<file path="config.mk">
export PLATFORM = sky130hd
export DESIGN_NAME = asq_top
export DESIGN_NICKNAME = d
export VERILOG_FILES = /design/src/pkg/asq_pkg.sv /design/src/hw/asq_top.sv /design/src/hw/asq_avg.sv
export VERILOG_INCLUDE_DIRS = /design/src /design/src/pkg
export SDC_FILE = /design/constraint.sdc
export NUM_CORES = 1
export LEC_CHECK = 0
export ABC_AREA = 1
export BUFFER_PORTS_ARGS = -buffer_cell sky130_fd_sc_hd__clkbuf_2
export CAP_MARGIN = 20
export CELL_PAD_IN_SITES_DETAIL_PLACEMENT = 2
export CELL_PAD_IN_SITES_GLOBAL_PLACEMENT = 2
export CORE_MARGIN = 8
export CORE_UTILIZATION = 32
export DETAILED_ROUTE_END_ITERATION = 8
export PLACE_DENSITY = 0.8
export SLEW_MARGIN = 20
export SYNTH_ARGS = -nofsm -noshare
export SYNTH_HDL_FRONTEND = slang
export SYNTH_HIERARCHICAL = 1
export SYNTH_SLANG_ARGS = --single-unit
</file>
<file path="constraint.sdc">
create_clock -name clk_sys -period 3.89 [get_ports clk_sys]
set_input_delay 0.1945 -clock clk_sys [delete_from_list [all_inputs] [get_ports clk_sys]]
set_output_delay 0.1945 -clock clk_sys [all_outputs]
set_load 0.02 [all_outputs]
</file>
<file path="src/pkg/asq_map.svh">
// register map, field layouts, reset values and widths of the sequence
// trigger, averaging and input-select block; definitions only.
// Contract
// initiate bit n starts sequencer n
// triggers to disabled sequencers are ignored
// one write may trigger any combination
// simultaneous triggers run in priority order
// initiate register is write-only, reads meaningless
// 3-bit exponent, average of 2^N conversions
// exponent zero passes conversion unchanged
// exponent six averages sixty-four conversions
// software keeps exponent within zero to six
// eight 2-bit selects, step n at 4n
// select value names converted input channel
// reserved bits read undefined, written back
// priority zero highest, three lowest
// sequence stops at first step ending
// sum conversions, shift right by exponent
`ifndef ASQ_MAP_SVH
`define ASQ_MAP_SVH

`define ASQ_OFF_ACTIVE 8'h00
`define ASQ_OFF_STATUS 8'h04
`define ASQ_OFF_PRIO   8'h20
`define ASQ_OFF_INIT   8'h28
`define ASQ_OFF_AVG    8'h30
`define ASQ_OFF_INPUT_SELECT_STEP_0   8'h40
`define ASQ_OFF_END0   8'h44

`define ASQ_MASK_ACTIVE 32'h0000_000F
`define ASQ_MASK_PRIO   32'h0000_3333
`define ASQ_MASK_AVG    32'h0000_0007
`define ASQ_MASK_INPUT_SELECT_STEP_0   32'h3333_3333
`define ASQ_MASK_END0   32'h2222_2222

`define ASQ_RST_ACTIVE 32'h0000_0000
`define ASQ_RST_PRIO   32'h0000_3210
`define ASQ_RST_AVG    32'h0000_0000
`define ASQ_RST_INPUT_SELECT_STEP_0   32'h0000_0000
`define ASQ_RST_END0   32'h0000_0000

`define ASQ_END_BIT   1
`define ASQ_LAST_STEP 3'h7
`define ASQ_DATA_W    10
`define ASQ_SUM_W     17
`define ASQ_CNT_W     8

`endif

</file>
<file path="src/pkg/asq_pkg.sv">
// types used by the sequence trigger block; its averager uses none of them.
// assumes asq_map.svh is compiled alongside.
package asq_pkg;
    typedef enum logic [1:0] {
        ST_IDLE  = 2'b00,
        ST_START = 2'b01,
        ST_WAIT  = 2'b10,
        ST_STEP  = 2'b11
    } asq_state_e;
    typedef logic [1:0] asq_sel_t;
    typedef logic [2:0] asq_step_t;
endpackage

</file>
<file path="src/hw/asq_top.sv">
// sequence trigger, priority, averaging and sequencer 0 input select.
// assumes an Avalon-MM master and a converter core on clk_sys.
//
// Design decision made here: register access over Avalon-MM.
`timescale 1ns/1ps
`include "asq_map.svh"
module asq_top (
    input  wire logic                   clk_sys,
    input  wire logic                   rst,
    input  wire logic [7:0]             avs_address,
    input  wire logic                   avs_read,
    input  wire logic                   avs_write,
    input  wire logic [31:0]            avs_writedata,
    input  wire logic [3:0]             avs_byteenable,
    output logic [31:0]                 avs_readdata,
    output logic                        avs_waitrequest,
    output logic                        convStart,
    output logic [1:0]                  convChannel,
    input  wire logic                   convDone,
    input  wire logic [`ASQ_DATA_W-1:0] convData,
    input  wire logic [5:0]             otherSelect,
    output logic                        resultValid,
    output logic [`ASQ_DATA_W-1:0]      resultData,
    output logic [1:0]                  resultSeq,
    output logic [2:0]                  resultStep,
    output logic                        seqBusy
);
    ////////////////////////////////////////////////////////////////////////
    // helpers
    function automatic logic [1:0] fld2(input logic [31:0] r,
                                        input logic [2:0]  n);
        return r[4*n +: 2];
    endfunction

    // sequencers 1..3 take their channel from the shared side input
    function automatic logic [1:0] chanFor(input logic [1:0]  sq,
                                           input logic [2:0]  st,
                                           input logic [31:0] mx,
                                           input logic [5:0]  oth);
        return (sq == 2'h0) ? fld2(mx, st) : oth[2*(sq-2'h1) +: 2];
    endfunction

    function automatic logic [31:0] wrMerge(input logic [31:0] old,
                                            input logic [31:0] wd,
                                            input logic [3:0]  be,
                                            input logic [31:0] msk);
        logic [31:0] m;
        m = {{8{be[3]}}, {8{be[2]}}, {8{be[1]}}, {8{be[0]}}} & msk;
        return (old & ~m) | (wd & m);
    endfunction

    // lowest priority value wins; ties fall to the lower index
    function automatic logic [1:0] pickSeq(input logic [3:0]  pend,
                                           input logic [31:0] pri);
        logic [1:0] best;
        logic [1:0] bestPri;
        logic       have;
        best    = 2'h0;
        bestPri = 2'h3;
        have    = 1'b0;
        for (int i = 0; i < 4; i++) begin
            if (pend[i] && (!have || fld2(pri, 3'(i)) < bestPri)) begin
                best    = 2'(i);
                bestPri = fld2(pri, 3'(i));
                have    = 1'b1;
            end
        end
        return best;
    endfunction

    ////////////////////////////////////////////////////////////////////////
    // registers and bus
    logic [31:0]           activeQ;
    logic [31:0]           prioQ;
    logic [31:0]           avgQ;
    logic [31:0]           muxQ;
    logic [31:0]           endQ;
    logic [3:0]            pendQ;
    logic [3:0]            pendD;
    logic [3:0]            trigMask;
    logic [3:0]            launchMask;
    logic                  ackQ;
    logic                  busReq;
    logic                  wrTake;
    asq_pkg::asq_state_e   stateQ;
    asq_pkg::asq_sel_t     curSeqQ;
    asq_pkg::asq_sel_t     pickSel;
    asq_pkg::asq_step_t    stepQ;
    logic [2:0]            avgExpQ;
    logic                  launch;
    logic                  lastStep;
    logic                  avgValid;
    logic [`ASQ_DATA_W-1:0] avgData;

    // one wait cycle per access, taken at the second edge
    assign busReq          = avs_read || avs_write;
    assign avs_waitrequest = busReq && !ackQ;
    assign wrTake          = avs_write && ackQ;

    always_ff @(posedge clk_sys or posedge rst) begin
        if (rst) begin
            ackQ <= 1'b0;
        end else begin
            ackQ <= busReq && !ackQ;
        end
    end

    // reserved bits and the initiate register read as zero
    always_ff @(posedge clk_sys or posedge rst) begin
        if (rst) begin
            avs_readdata <= 32'h0000_0000;
        end else if (avs_read && !ackQ) begin
            case (avs_address)
                `ASQ_OFF_ACTIVE: avs_readdata <= activeQ;
                `ASQ_OFF_STATUS: avs_readdata <= {23'h0, seqBusy,
                                                  pendQ, 2'h0, curSeqQ};
                `ASQ_OFF_PRIO:   avs_readdata <= prioQ;
                `ASQ_OFF_AVG:    avs_readdata <= avgQ;
                `ASQ_OFF_INPUT_SELECT_STEP_0:   avs_readdata <= muxQ;
                `ASQ_OFF_END0:   avs_readdata <= endQ;
                default:         avs_readdata <= 32'h0000_0000;
            endcase
        end
    end

    // masks keep reserved bits at zero whatever software writes
    always_ff @(posedge clk_sys or posedge rst) begin
        if (rst) begin
            activeQ <= `ASQ_RST_ACTIVE;
            prioQ   <= `ASQ_RST_PRIO;
            avgQ    <= `ASQ_RST_AVG;
            muxQ    <= `ASQ_RST_INPUT_SELECT_STEP_0;
            endQ    <= `ASQ_RST_END0;
        end else if (wrTake) begin
            case (avs_address)
                `ASQ_OFF_ACTIVE: activeQ <= wrMerge(activeQ, avs_writedata,
                                     avs_byteenable, `ASQ_MASK_ACTIVE);
                `ASQ_OFF_PRIO:   prioQ <= wrMerge(prioQ, avs_writedata,
                                     avs_byteenable, `ASQ_MASK_PRIO);
                `ASQ_OFF_AVG:    avgQ <= wrMerge(avgQ, avs_writedata,
                                     avs_byteenable, `ASQ_MASK_AVG);
                `ASQ_OFF_INPUT_SELECT_STEP_0:   muxQ <= wrMerge(muxQ, avs_writedata,
                                     avs_byteenable, `ASQ_MASK_INPUT_SELECT_STEP_0);
                `ASQ_OFF_END0:   endQ <= wrMerge(endQ, avs_writedata,
                                     avs_byteenable, `ASQ_MASK_END0);
                default: begin
                end
            endcase
        end
    end

    ////////////////////////////////////////////////////////////////////////
    // trigger and arbitration
    // any subset of the four bits in one write, gated by enables
    assign trigMask = (wrTake && avs_address == `ASQ_OFF_INIT
                       && avs_byteenable[0])
                    ? (avs_writedata[3:0] & activeQ[3:0]) : 4'h0;
    assign launch     = (stateQ == asq_pkg::ST_IDLE) && (|pendQ);
    assign pickSel    = pickSeq(pendQ, prioQ);
    assign launchMask = launch ? (4'h1 << pickSel) : 4'h0;
    // a trigger landing on the launch cycle wins over the clear
    assign pendD      = ((pendQ & ~launchMask) & activeQ[3:0]) | trigMask;

    always_ff @(posedge clk_sys or posedge rst) begin
        if (rst) begin
            pendQ <= 4'h0;
        end else begin
            pendQ <= pendD;
        end
    end

    ////////////////////////////////////////////////////////////////////////
    // sequence engine
    // sequencers 1..3 run one step from otherSelect
    assign lastStep = (curSeqQ != 2'h0) || (stepQ == `ASQ_LAST_STEP)
                   || endQ[4*stepQ + `ASQ_END_BIT];
    assign convStart = (stateQ == asq_pkg::ST_START);
    assign seqBusy   = (stateQ != asq_pkg::ST_IDLE);

    always_ff @(posedge clk_sys or posedge rst) begin
        if (rst) begin
            stateQ <= asq_pkg::ST_IDLE;
        end else begin
            case (stateQ)
                asq_pkg::ST_IDLE: begin
                    if (launch) begin
                        stateQ <= asq_pkg::ST_START;
                    end
                end
                asq_pkg::ST_START: begin
                    stateQ <= asq_pkg::ST_WAIT;
                end
                asq_pkg::ST_WAIT: begin
                    if (convDone) begin
                        stateQ <= asq_pkg::ST_STEP;
                    end
                end
                asq_pkg::ST_STEP: begin
                    if (!avgValid) begin
                        stateQ <= asq_pkg::ST_START;
                    end else if (lastStep) begin
                        stateQ <= asq_pkg::ST_IDLE;
                    end else begin
                        stateQ <= asq_pkg::ST_START;
                    end
                end
                default: begin
                    stateQ <= asq_pkg::ST_IDLE;
                end
            endcase
        end
    end

    // exponent held per sequence so a mid-run write cannot split a sum
    always_ff @(posedge clk_sys or posedge rst) begin
        if (rst) begin
            curSeqQ <= 2'h0;
            stepQ   <= 3'h0;
            avgExpQ <= 3'h0;
        end else if (launch) begin
            curSeqQ <= pickSel;
            stepQ   <= 3'h0;
            avgExpQ <= avgQ[2:0];
        end else if (stateQ == asq_pkg::ST_STEP && avgValid && !lastStep) begin
            stepQ <= stepQ + 3'h1;
        end
    end

    // loaded with the next step so it already stands at the start pulse
    always_ff @(posedge clk_sys or posedge rst) begin
        if (rst) begin
            convChannel <= 2'h0;
        end else if (launch) begin
            convChannel <= chanFor(pickSel, 3'h0, muxQ, otherSelect);
        end else if (stateQ == asq_pkg::ST_STEP && avgValid && !lastStep) begin
            convChannel <= chanFor(curSeqQ, stepQ + 3'h1, muxQ,
                                   otherSelect);
        end
    end

    asq_avg u_avg (
        .clk_sys  (clk_sys),
        .rst      (rst),
        .clear    (stateQ == asq_pkg::ST_IDLE),
        .inValid  (stateQ == asq_pkg::ST_WAIT && convDone),
        .inData   (convData),
        .expo     (avgExpQ),
        .outValid (avgValid),
        .outData  (avgData)
    );

    assign resultValid = avgValid;
    assign resultData  = avgData;
    assign resultSeq   = curSeqQ;
    assign resultStep  = stepQ;

    ////////////////////////////////////////////////////////////////////////
    // checks
    logic [`ASQ_CNT_W:0] convCnt;
    logic                prioBad;

    always_ff @(posedge clk_sys or posedge rst) begin
        if (rst) begin
            convCnt <= '0;
        end else if (avgValid || stateQ == asq_pkg::ST_IDLE) begin
            convCnt <= '0;
        end else if (stateQ == asq_pkg::ST_WAIT && convDone) begin
            convCnt <= convCnt + 9'h001;
        end
    end

    always_comb begin
        prioBad = 1'b0;
        for (int j = 0; j < 4; j++) begin
            if (pendQ[j] && fld2(prioQ, 3'(j)) < fld2(prioQ, 3'(pickSel))) begin
                prioBad = 1'b1;
            end
        end
    end
endmodule

</file>
<file path="src/hw/asq_avg.sv">
// sample averager: accumulates 2^expo conversions, emits one result.
// assumes the caller holds expo steady and clears between sequences.
`timescale 1ns/1ps
`include "asq_map.svh"
module asq_avg (
    input  wire logic                   clk_sys,
    input  wire logic                   rst,
    input  wire logic                   clear,
    input  wire logic                   inValid,
    input  wire logic [`ASQ_DATA_W-1:0] inData,
    input  wire logic [2:0]             expo,
    output logic                        outValid,
    output logic [`ASQ_DATA_W-1:0]      outData
);
    logic [`ASQ_SUM_W-1:0] sumQ;
    logic [`ASQ_SUM_W-1:0] sumD;
    logic [`ASQ_CNT_W-1:0] cntQ;
    logic [`ASQ_CNT_W-1:0] target;
    logic                  lastOne;

    // expo 7 gives 128 samples; the sum still fits, result stays bounded
    assign target  = `ASQ_CNT_W'(1) << expo;
    assign sumD    = sumQ + `ASQ_SUM_W'(inData);
    assign lastOne = inValid && ((cntQ + `ASQ_CNT_W'(1)) == target);

    ////////////////////////////////////////////////////////////////////////
    always_ff @(posedge clk_sys or posedge rst) begin
        if (rst) begin
            sumQ <= `ASQ_SUM_W'(0);
            cntQ <= `ASQ_CNT_W'(0);
        end else if (clear || lastOne) begin
            sumQ <= `ASQ_SUM_W'(0);
            cntQ <= `ASQ_CNT_W'(0);
        end else if (inValid) begin
            sumQ <= sumD;
            cntQ <= cntQ + `ASQ_CNT_W'(1);
        end
    end

    always_ff @(posedge clk_sys or posedge rst) begin
        if (rst) begin
            outValid <= 1'b0;
            outData  <= `ASQ_DATA_W'(0);
        end else begin
            outValid <= lastOne && !clear;
            if (lastOne) begin
                // exponent zero shifts by nothing: raw value passes
                outData <= `ASQ_DATA_W'(sumD >> expo);
            end
        end
    end
endmodule

</file>
==> flow_metrics.env <==
export IMPL_crit_fanout=7
export IMPL_slew_violations=0
export IMPL_avgSynthCellArea_um2=7.12
export IMPL_insertion_delay_ns=0.37
export IMPL_numPortBuffers=91
export IMPL_slowest_stage="dfrtp_1"
export IMPL_gr_usage_all_layers_pct=18.8
export IMPL_initial_utilization_pct=32.7
export IMPL_dpl_worst_slack_ns=0.428
export IMPL_ys_warn_count=6
export IMPL_syn_area_mm2=0.00743
export IMPL_cp_slowest_stage_delay_ns=0.47
export IMPL_synth_edf_count=0
export IMPL_dp_cells=1401
export IMPL_die_area_mm2=0.0284
export IMPL_p_total_mw=4.92
export IMPL_layout_setup_ws_ns=0.411
export IMPL_p_per_area_mw_per_mm2=584
export IMPL_worstPathArrival_ns=3.74
export IMPL_clockBufferDepth=2
export IMPL_grt_pass1_vias=8176
export IMPL_netlist_area_leader_share_pct=36.4
export IMPL_ir_drop_mv=0.296
export IMPL_cts_setup_buffers=0
export IMPL_synthCells=1044
export IMPL_setup_viol=0
export IMPL_grt_max_degree=42
export IMPL_r2r_end="convChannel[1]"
export IMPL_crit_buf_inv=2
export IMPL_synth_cell_type_count=53
export IMPL_reg2regPathDepth=25
export IMPL_ys_flop_type="dfrtp_1"
export IMPL_hp_class="input pin to flip-flop"
export IMPL_cts_clk_slew_worst_paths_ns=0.10
export IMPL_rows=55
export IMPL_slew_headroom_pct=50.0
export IMPL_die_h_um=168
export IMPL_fin_cells=1418
export IMPL_power_leakage_nw=4.29
export IMPL_dp_hpwl_mm=20.2
export IMPL_dr_pass1_iters=4
export IMPL_final_core_util_pct=37.1
export IMPL_place_congestion=0.845
export IMPL_async_reset_ff_share_pct=100
export IMPL_yosys_register_bits=112
export IMPL_period_needed_ns=3.48
export IMPL_drtIter0Drc=262
export IMPL_timing_rr_start="pendQ[0]"
export IMPL_antenna_found_initial=0
export IMPL_fin_nets=1218
export IMPL_cp_required_ns=4.15
export IMPL_final_cell_area_mm2=0.00843
export IMPL_yosysMostFrequentCell="nand2_1"
export IMPL_regToRegSetupSlack_ns=0.41
export IMPL_root_buffer="clkbuf_16"
export IMPL_htree_levels=3
export IMPL_postPlaceCellArea_mm2=0.00810
export IMPL_drive_gt1_share_pct=15.7
export IMPL_worst_pin_slew_ns=0.750
export IMPL_overflow=0
export IMPL_cts_buffers=9
export IMPL_rsz0062_at_grt="no"
export IMPL_fillers=2747
export IMPL_drv_cap=0
export IMPL_fp_dieW_um=168
export IMPL_min_from="avs_writedata[12]"
export IMPL_vias=7218
export IMPL_synth_area_top_cells="dfrtp_1 (36%), nand2_1 (17%), nand3_1 (6.8%)"
export IMPL_fmax_mhz=287
export IMPL_cts_tree="done"
export IMPL_regArea_mm2=0.00281
export IMPL_skew_ns=0.0132
export IMPL_run_status="complete, no violations"
export IMPL_synthTopCellsByCount="nand2_1 (331), inv_1 (128), dfrtp_1 (108), nand3_1 (101), o21ai_0 (85)"
export IMPL_cp_top_family="simple AND/OR/NAND/NOR gates"
export IMPL_routed_wl_mm=25.8
export IMPL_hold_slack_ns=0.0430
export IMPL_critPathCaptureType="flip-flop"
export IMPL_worst_path_stages=25
export IMPL_cp_start_kind="flip-flop"
export IMPL_holdPathStages=3
export IMPL_multiInputGateArea_mm2=0.00389
export IMPL_io_pin_count=118
export IMPL_ant_nets=0
export IMPL_wl_per_cell_um=18.2
export IMPL_diodes=0
export IMPL_seq_area_frac_synth_pct=37.8
export IMPL_grt_pass1_wl_mm=43.0
export IMPL_crit_top_cell="nand2_1"
export IMPL_clock_sinks=112
export IMPL_crit_type="flip-flop to flip-flop"
export IMPL_synthToLayoutAreaGrowth_pct=13.3
export IMPL_route_detailed_drc=0
export IMPL_core_area_mm2=0.0227
export IMPL_fin_setup_tns_ns=0
export IMPL_post_route_period_util_pct=89.4
export IMPL_via_per_inst=5.09
export IMPL_timing_final_hold_violations=0
export IMPL_yosys_area_top_type="dfrtp_1"
tightest hold or removal path, stage by stage:
cell and delay (ns):
clkbuf_2 0.08, inv_1 0.05, o21ai_0 0.08
power by group:
group | total (mW) | leakage [nW] | internal, mW | switching, mW
Sequential | 1.56 | 1.50 | 1.35 | 0.207
Combinational | 2.34 | 2.64 | 0.755 | 1.58
Clock | 1.02 | 0.153 | 0.471 | 0.551
Total | 4.92 | 4.29 | 2.58 | 2.34
cells in the final DEF (no fill, tap or decap), types with 8 or more instances in the layout:
| cell type | synthesis | final |
|---|---|---|
| nor2_1 | 64 | 64 |
| nand3_1 | 101 | 101 |
| clkbuf_2 | 0 | 91 |
| a21oi_2 | 9 | 9 |
| a21oi_1 | 26 | 26 |
| dfrtp_1 | 108 | 108 |
| nand4_1 | 12 | 12 |
| nand2_2 | 12 | 12 |
| inv_1 | 128 | 127 |
| conb_1 | 1 | 12 |
| nand2_1 | 331 | 331 |
| ha_1 | 24 | 24 |
| nor2_4 | 11 | 11 |
| o211ai_1 | 8 | 8 |
| clkbuf_16 | 0 | 9 |
| o21ai_0 | 85 | 85 |
layer usage:
layer | routed length, um | track usage (%) | part of all wire, % | vias to the layer above
li1 | - | - | - | 3496
met3 | 720 | 2.92 | 2.8 | 21
met1 | 11500 | 22.6 | 44 | 3602
met2 | 13200 | 34.6 | 51 | 99
met5 | 0 | 0 | 0 | -
met4 | 391 | 4.15 | 1.5 | 0
cell type report:
cell class              count  share of cell area (%)
inverters                 137                    6.15
multi-input cells         768                    46.2
flip-flops and latches    112                    33.3
clock buffers               9                    2.67
well taps                 285                    4.23
clock inverters             7                    1.05
repair buffers            100                    6.39
worst max-delay path by stage:
stage,start,slack (ns),to
after CTS,pendQ[0],0.39,convChannel[1]
after detailed placement,pendQ[0],0.43,convChannel[1]
after floorplan,pendQ[0],0.90,convChannel[1]
after global placement,pendQ[0],0.55,convChannel[1]
final,pendQ[0],0.41,convChannel[1]
after global routing,pendQ[0],0.11,convChannel[1]
cell families after synthesis:
group / count (synthesis) / share of synthesized area [%]
compound gates: 160 / 12.6
mux: 5 / 0.724
simple gates: 559 / 33.2
other cells: 1 / 0.0504
buf+inv: 175 / 10.4
flops: 112 / 37.8
fa+ha+maj: 25 / 4.31
xor+xnor: 7 / 0.926
what timing repair did:
action                                 in CTS  in global routing
resized for setup                           0                  0
endpoints found under the hold margin      76                  0
hold buffers                                1                  0
(Power assumes the default switching activity.)
